--- src/rtl/uslr_defines.svh ---
`ifndef USLR_DEFINES_SVH
`define USLR_DEFINES_SVH
`define USLR_A_DATA 3'h0
`define USLR_A_IEN 3'h1
`define USLR_A_ISTAT 3'h2
`define USLR_A_LCTL 3'h3
`define USLR_A_MCTL 3'h4
`define USLR_A_LSTAT 3'h5
`define USLR_A_MSTAT 3'h6
`define USLR_A_SCR 3'h7
`define USLR_LCR_ENH 8'hBF
`define USLR_LCR_DIV_BIT 7
`define USLR_IER_SLEEP_BIT 4
`define USLR_IER_UPPER_MASK 8'hF0
`define USLR_EFR_UNLOCK_BIT 4
`define USLR_MCR_LOOP_BIT 4
`define USLR_MCR_UPPER_MASK 8'hE0
`define USLR_MCR_RTS_BIT 1
`define USLR_MCR_DTR_BIT 0
`define USLR_ISR_NOINT 8'h01
`define USLR_ISR_MODEM 8'h00
`define USLR_IER_MODEM_BIT 3
`define USLR_MSR_DELTA_MASK 8'h0F
`define USLR_ZERO8 8'h00
`define USLR_DELTA_NONE 4'h0
`define USLR_IER_RXDATA_BIT 0
`endif

--- src/rtl/uslr_pkg.sv ---
`default_nettype none
package uslr_pkg;
  typedef enum logic {USLR_AWAKE, USLR_ASLEEP} uslr_pwr_e;
  typedef logic [7:0] uslr_byte_t;
endpackage : uslr_pkg
`default_nettype wire

--- src/rtl/uslr_channel.sv ---
`timescale 1ns/10ps
`default_nettype none
`include "uslr_defines.svh"
module uslr_channel #(
  parameter logic [7:0] REV_CODE = 8'h01,
  parameter logic [7:0] ID_CODE = 8'h02
) (
  input wire logic clk,
  input wire logic resetn,
  input wire logic sel,
  input wire logic wr,
  input wire logic rd,
  input wire logic [2:0] addr,
  input wire logic [7:0] wdata,
  input wire logic rx_pin,
  input wire logic [3:0] modem_n,
  output logic [7:0] rdata,
  output logic tx_pin,
  output logic rts_n,
  output logic dtr_n,
  output logic int_pending,
  output logic sleep_ready,
  output logic tx_load,
  output logic wake_event
);
  typedef struct packed {
    logic [7:0] transmit_holding, receive_holding, dll, divisor_high_byte, interrupt_enable, line_control, modem_control, enhanced_function, fifo_control, scratch_pad;
    logic [7:0] xon1, xon2, xoff1, xoff2;
    logic [3:0] delta;
    logic [3:0] modem_last;
    logic rx_last, rx_ready, thr_full;
  } uslr_ch_s;
  uslr_ch_s st_q, st_d;
  logic enh, divsel, idsel, loop, line_in;
  logic [3:0] modem_eff;
  // Loopback: transmit stream returns inside, pins quiet
  assign loop = st_q.modem_control[`USLR_MCR_LOOP_BIT];
  assign line_in = loop ? 1'b1 : rx_pin;
  assign modem_eff = loop ? {st_q.modem_control[`USLR_MCR_RTS_BIT], st_q.modem_control[`USLR_MCR_DTR_BIT], 2'h0} : ~modem_n;
  assign enh = (st_q.line_control == `USLR_LCR_ENH);
  assign divsel = st_q.line_control[`USLR_LCR_DIV_BIT] && !enh;
  assign idsel = divsel && st_q.dll == `USLR_ZERO8 && st_q.divisor_high_byte == `USLR_ZERO8;
  always_comb begin
    st_d = st_q;
    st_d.modem_last = modem_eff;
    st_d.delta = st_q.delta | (modem_eff ^ st_q.modem_last);
    st_d.rx_last = line_in;
    if (sel && rd) begin
      if (addr == `USLR_A_DATA && !st_q.line_control[`USLR_LCR_DIV_BIT]) st_d.rx_ready = 1'b0;
      if (addr == `USLR_A_MSTAT && !enh) st_d.delta = modem_eff ^ st_q.modem_last;
    end
    // Loopback frame transfer in one step; after the read clear so a new byte wins
    if (loop && st_q.thr_full) begin
      st_d.receive_holding = st_q.transmit_holding;
      st_d.rx_ready = 1'b1;
      st_d.thr_full = 1'b0;
    end else if (st_q.thr_full) begin
      st_d.thr_full = 1'b0;
    end
    if (sel && wr) begin
      unique case (addr)
        `USLR_A_DATA: begin
          if (divsel) st_d.dll = wdata;
          else if (!st_q.line_control[`USLR_LCR_DIV_BIT]) begin
            st_d.transmit_holding = wdata;
            st_d.thr_full = 1'b1;
          end
        end
        `USLR_A_IEN: begin
          if (divsel) st_d.divisor_high_byte = wdata;
          else if (!st_q.line_control[`USLR_LCR_DIV_BIT]) begin
            st_d.interrupt_enable = st_q.enhanced_function[`USLR_EFR_UNLOCK_BIT] ? wdata :
              ((st_q.interrupt_enable & `USLR_IER_UPPER_MASK) | (wdata & ~`USLR_IER_UPPER_MASK));
          end
        end
        `USLR_A_ISTAT: if (enh) st_d.enhanced_function = wdata; else st_d.fifo_control = wdata;
        `USLR_A_LCTL: st_d.line_control = wdata;
        `USLR_A_MCTL: begin
          if (enh) st_d.xon1 = wdata;
          else st_d.modem_control = st_q.enhanced_function[`USLR_EFR_UNLOCK_BIT] ? wdata :
            ((st_q.modem_control & `USLR_MCR_UPPER_MASK) | (wdata & ~`USLR_MCR_UPPER_MASK));
        end
        `USLR_A_LSTAT: if (enh) st_d.xon2 = wdata;
        `USLR_A_MSTAT: if (enh) st_d.xoff1 = wdata;
        `USLR_A_SCR: if (enh) st_d.xoff2 = wdata; else st_d.scratch_pad = wdata;
      endcase
    end
  end
  always_ff @(posedge clk or negedge resetn) begin
    if (!resetn) begin
      st_q <= '0;
      st_q.rx_last <= 1'b1;
    end else begin
      st_q <= st_d;
    end
  end
  logic [7:0] isr_v;
  assign int_pending = (st_q.rx_ready && st_q.interrupt_enable[`USLR_IER_RXDATA_BIT]) ||
    ((|st_q.delta) && st_q.interrupt_enable[`USLR_IER_MODEM_BIT]);
  assign isr_v = int_pending ? `USLR_ISR_MODEM : `USLR_ISR_NOINT;
  always_comb begin
    rdata = `USLR_ZERO8;
    unique case (addr)
      `USLR_A_DATA: rdata = idsel ? REV_CODE : divsel ? st_q.dll : st_q.receive_holding;
      `USLR_A_IEN: rdata = idsel ? ID_CODE : divsel ? st_q.divisor_high_byte : st_q.interrupt_enable;
      `USLR_A_ISTAT: rdata = enh ? st_q.enhanced_function : isr_v;
      `USLR_A_LCTL: rdata = st_q.line_control;
      `USLR_A_MCTL: rdata = enh ? st_q.xon1 : st_q.modem_control;
      `USLR_A_LSTAT: rdata = enh ? st_q.xon2 : {2'h3, 5'h0, st_q.rx_ready};
      `USLR_A_MSTAT: rdata = enh ? st_q.xoff1 : {modem_eff, st_q.delta};
      `USLR_A_SCR: rdata = enh ? st_q.xoff2 : st_q.scratch_pad;
    endcase
  end
  assign tx_pin = 1'b1;
  assign rts_n = loop ? 1'b1 : ~st_q.modem_control[`USLR_MCR_RTS_BIT];
  assign dtr_n = loop ? 1'b1 : ~st_q.modem_control[`USLR_MCR_DTR_BIT];
  assign tx_load = sel && wr && addr == `USLR_A_DATA && !st_q.line_control[`USLR_LCR_DIV_BIT];
  assign wake_event = (st_q.rx_last && !line_in) || (|(modem_eff ^ st_q.modem_last));
  assign sleep_ready = !int_pending && st_q.interrupt_enable[`USLR_IER_SLEEP_BIT] &&
    ({st_q.divisor_high_byte, st_q.dll} != 16'h0000) &&
    (st_q.delta == `USLR_DELTA_NONE) && line_in;
endmodule : uslr_channel
`default_nettype wire

--- src/rtl/uslr_top.sv ---
`timescale 1ns/10ps
`default_nettype none
`include "uslr_defines.svh"
module uslr_top #(
  parameter logic [7:0] REV_CODE = 8'h01, // Arbitrary value
  parameter logic [7:0] ID_CODE = 8'h02 // Arbitrary value
) (
  input wire logic CLK,
  input wire logic RESETN,
  input wire logic CHANNEL_A_SELECT_N,
  input wire logic CHANNEL_B_SELECT_N,
  input wire logic WR_N,
  input wire logic RD_N,
  input wire logic [2:0] ADDR,
  input wire logic [7:0] DATA_IN,
  input wire logic [1:0] RX,
  input wire logic [7:0] MODEM_N,
  output logic [7:0] DATA_OUT,
  output logic [1:0] TX,
  output logic [1:0] RTS_N,
  output logic [1:0] DTR_N,
  output logic [1:0] IRQ,
  output logic OSC_RUN,
  output logic OSCILLATOR_OUTPUT_PIN
);
  typedef struct packed {
    uslr_pkg::uslr_pwr_e pwr;
    logic [7:0] dout;
    logic [1:0] tx, rts_n, dtr_n, irq;
    logic osc;
    logic run;
  } uslr_top_s;
  uslr_top_s st_q, st_d;
  logic [1:0] sel, ready, pend, load, wake, tx_c, rts_c, dtr_c;
  logic [7:0] rd_c [2];
  assign sel = {~CHANNEL_B_SELECT_N, ~CHANNEL_A_SELECT_N};
  for (genvar i = 0; i < 2; i++) begin : g_ch
    uslr_channel #(.REV_CODE(REV_CODE), .ID_CODE(ID_CODE)) u_ch (
      .clk(CLK),
      .resetn(RESETN),
      .sel(sel[i]),
      .wr(~WR_N),
      .rd(~RD_N),
      .addr(ADDR),
      .wdata(DATA_IN),
      .rx_pin(RX[i]),
      .modem_n(MODEM_N[4*i+:4]),
      .rdata(rd_c[i]),
      .tx_pin(tx_c[i]),
      .rts_n(rts_c[i]),
      .dtr_n(dtr_c[i]),
      .int_pending(pend[i]),
      .sleep_ready(ready[i]),
      .tx_load(load[i]),
      .wake_event(wake[i])
    );
  end
  always_comb begin
    st_d = st_q;
    st_d.dout = sel[1] ? rd_c[1] : rd_c[0];
    st_d.tx = tx_c;
    st_d.rts_n = rts_c;
    st_d.dtr_n = dtr_c;
    st_d.irq = pend;
    unique case (st_q.pwr)
      uslr_pkg::USLR_AWAKE: if (&ready && !(|wake) && !(|load)) st_d.pwr = uslr_pkg::USLR_ASLEEP;
      uslr_pkg::USLR_ASLEEP: if ((|wake) || (|load) || !(&ready)) st_d.pwr = uslr_pkg::USLR_AWAKE;
    endcase
    st_d.osc = (st_d.pwr == uslr_pkg::USLR_AWAKE) ? ~st_q.osc : 1'b0;
    st_d.run = (st_d.pwr == uslr_pkg::USLR_AWAKE);
  end
  always_ff @(posedge CLK or negedge RESETN) begin
    if (!RESETN) begin
      st_q <= '0;
      st_q.tx <= 2'h3;
      st_q.rts_n <= 2'h3;
      st_q.dtr_n <= 2'h3;
      st_q.run <= 1'b1;
    end else begin
      st_q <= st_d;
    end
  end
  assign DATA_OUT = st_q.dout;
  assign TX = st_q.tx;
  assign RTS_N = st_q.rts_n;
  assign DTR_N = st_q.dtr_n;
  assign IRQ = st_q.irq;
  assign OSC_RUN = st_q.run;
  assign OSCILLATOR_OUTPUT_PIN = st_q.osc;
endmodule : uslr_top
`default_nettype wire

--- config.mk ---
export PLATFORM = sky130hd
export DESIGN_NAME = uslr_top
export DESIGN_NICKNAME = d
export VERILOG_FILES = /design/src/rtl/uslr_pkg.sv /design/src/rtl/uslr_channel.sv /design/src/rtl/uslr_top.sv
export VERILOG_INCLUDE_DIRS = /design/src /design/src/rtl
export SDC_FILE = /design/constraint.sdc
export NUM_CORES = 1
export LEC_CHECK = 0
export ABC_AREA = 1
export ABC_CLOCK_PERIOD_IN_PS = 3000
export BUFFER_PORTS_ARGS = -buffer_cell sky130_fd_sc_hd__buf_2
export CAP_MARGIN = 20
export CORE_ASPECT_RATIO = 0.8
export CORE_MARGIN = 1.5
export CORE_UTILIZATION = 52
export DETAILED_ROUTE_END_ITERATION = 16
export PLACE_DENSITY = 0.67
export SYNTH_ARGS = -nofsm -noshare
export SYNTH_HDL_FRONTEND = slang
export SYNTH_SLANG_ARGS = --single-unit
--- constraint.sdc ---
create_clock -name CLK -period 3 [get_ports CLK]
set_input_delay 0.6 -clock CLK [delete_from_list [all_inputs] [get_ports CLK]]
set_output_delay 0.6 -clock CLK [all_outputs]
set_load 0.01 [all_outputs]
==> qor.yml <==
critical_path:
  worst-path-max-fanout: 32
  critical_path_class: "reg2reg"
  cp-start-kind: "flop"
  critical_path.top_delay_family: "buffers and inverters"
  end_kind: "flop"
  cp_slowest_stage_delay_ns: 0.46
  crit_buf_inv: 4
  crit_path_top_delay_cell: "nand3_1"
  cp.arrival_ns: 2.75
  rr_worst_depth: 9
  worst-path-stages: 9
  cp_data_required_time_ns: 3.42
  crit_path_cell_trace: "inv_1 > nand2_1 > nor2_1 > buf_4 > nand2_1 > buf_4 > inv_1 > nand3_1 > o21ai_0"
cts:
  clk_latency_ns: 0.53
  cts_buffers: 25
  clkSlewWorstSetupHoldPaths_ns: 0.06
  post_cts_buffers: 0
  cts_hold_buf: 0
  cts_root_buf: "clkbuf_16"
  htreeDepth: 1
  clkSinkCount: 244
  postCtsResizedCells: 0
  cts_tree: "done"
  clk_path_buf_depth: 3
synthesis:
  synthCells: 1505
  synth_cell_types: 36
  syn_area_mm2: 0.01184
  ys_warn_count: 0
  synth.largest_area_cell: "dfrtp_1"
  synth.area.top_cells: "dfrtp_1, nand2_1, o21ai_0"
  synth-seq-cells: 244
  synth_seq_area_share_pct: 51.61
  synth_top_cell_area_share_pct: 50.50
  avgSynthCellArea_um2: 7.869
cells_and_area:
  seq_area_mm2: 0.006112
  multi_input_area_mm2: 0.004692
  fin_util_pct: 57.89
  antenna_cells: 0
  drive_gt1_share_pct: 9.974
  fillers: 2087
  area_delta_synth_final_pct: 9.689
  nNetsFinal: 1533
placement:
  pre_cts_slack_ns: 0.2696
  dp_hpwl_um: 22110
  portBuffers: 42
  gp_congestion: 0.9424
floorplan:
  initial_core_util_pct: 52.78
  die_h_um: 138.0
  rows: 49
  die_area_mm2: 0.02369
  io_pins: 45
  fp.coreArea_mm2: 0.02244
  die_w_um: 171.7
timing:
  grt_setup_unrepaired: "false"
  final_max_slew_viol_count: 0
  fin_tns_setup_ns: 0
  timing.final.crit_share_pct: 77.80
  fin_crit_ns: 2.334
  setup_violations: 0
  tightest_slew_ns: 0.9446
  fin_skew_ns: 0.01362
  timing.slew.headroom_pct: 36.80
  fmax_mhz: 428.4
  setup_slack_ns: 0.6659
  hold_viol: 0
routing:
  drt-total-wl_um: 33430
  vias: 10100
  drt_iter0_markers: 1210
  drc: 0
  drt_first_pass_iters: 6
  drtAntennaViolNets: 0
  routedWlPerCell_um: 18.27
  via_per_inst: 5.521
global_routing:
  antenna_found_initial: 0
  grt_pass1_wl_um: 52620
  grt_pass1_vias: 9291
  overflow: 0
  gr-usage-all-layers_pct: 29.26
  grt_max_degree: 75
power_and_ir_drop:
  ir_drop_mv: 0.4291
  power_leakage_nw: 6.330
  total_power_mw: 8.324
  p_per_area_mw_per_mm2: 640.8
hold_path:
  hold_path.class: "in2async"
run_status:
  status: "finished clean"
flow_run:
  maxCapViolCount: 0
## power by group
part / total (mW) / leakage, nW / internal (mW) / switching (mW)
Sequential: 3.95 / 3.20 / 3.69 / 0.258
Clock: 3.04 / 0.388 / 1.75 / 1.29
Combinational: 1.34 / 2.74 / 0.447 / 0.888
Total: 8.32 / 6.33 / 5.88 / 2.44
## registers in the layout, indices dropped and copies added (netlist names)
signal	flops
g_ch.u_ch.st_q	226
DATA_OUT	8
DTR_N	2
IRQ	2
RTS_N	2
g_ch.u_ch.loop	2
OSCILLATOR_OUTPUT_PIN	1
OSC_RUN	1
## routing by layer
metal / up-vias / share of wire, % / global-route usage (%)
li1: 4840 / - / -
met1: 4749 / 47 / 44.43
met2: 443 / 42 / 42.71
met3: 71 / 9.3 / 5.622
met4: 0 / 2.5 / 7.554
met5: - / 0 / 0
## cells in the final DEF (no fill, tap or decap), types with 25 or more instances in the layout
master     synthesis  layout
clkbuf_16          0      25
buf_4             22      30
nand2_1          409     409
inv_1            131     131
nor2_1           128     128
buf_2             37      41
nand3_1          127     127
nand4_1           41      41
o21ai_1           37      37
o21ai_0          195     195
dfrtp_1          239     239
## cells in the mapped netlist
cell,n
nand2_1,409
dfrtp_1,239
o21ai_0,195
inv_1,131
nor2_1,128
nand3_1,127
nand4_1,41
clkbuf_1,38
buf_2,37
o21ai_1,37
a21oi_1,23
buf_4,22
nand3b_1,13
nor2_2,8
xnor2_1,7
inv_2,6
dfstp_2,5
nor3_1,4
o22ai_1,4
or2_2,4
buf_1,3
nand2_2,3
nor3_4,3
inv_4,2
mux2_2,2
nand2_4,2
nand3_2,2
nor3_2,2
a21boi_0,1
and3_1,1
buf_6,1
conb_1,1
nand3_4,1
nor4_4,1
o31ai_1,1
xor2_1,1
## final cells by class
cell class	instances	share of cell area (%)
Sequential cell	244	47.05
Multi-Input combinational cell	1022	36.12
Clock buffer	38	5.577
Inverter	139	4.055
Timing Repair Buffer	74	3.737
Tap cell	306	2.947
Clock inverter	7	0.5105
## logic make-up after synthesis
group | Yosys count | synth area share [%]
compound gates | 261 | 11.11
xor+xnor | 8 | 0.5917
buf+inv | 240 | 8.801
flops | 244 | 51.61
mux | 2 | 0.1902
other cells | 1 | 0.03167
simple gates | 749 | 27.66
## metrics by stage
step                hold WS [ns]  instance area (um^2)  cells
floorplan                 0.3044                 11850   1506
global placement          0.4401                 12200   1785
detailed placement        0.4517                 12200   1785
CTS                      0.03640                 12990   1830
global route             0.05976                 12990   1830
finish                   0.01921                 12990   1830
## final timing paths
check	startpoint	endpoint	slack [ns]
max	g_ch[1].u_ch.st_q[81]	g_ch[1].u_ch.st_q[24]	0.67
min	RESETN	g_ch[0].u_ch.st_q[109]	0.02
max reg2reg	g_ch[1].u_ch.st_q[81]	g_ch[1].u_ch.st_q[24]	0.67
min reg2reg	g_ch[1].u_ch.st_q[68]	RTS_N[1]	0.45
max in group asynchronous	RESETN	RTS_N[1]	2.11
min in group CLK	MODEM_N[0]	g_ch[0].u_ch.st_q[3]	0.30
(Power assumes the default switching activity.)
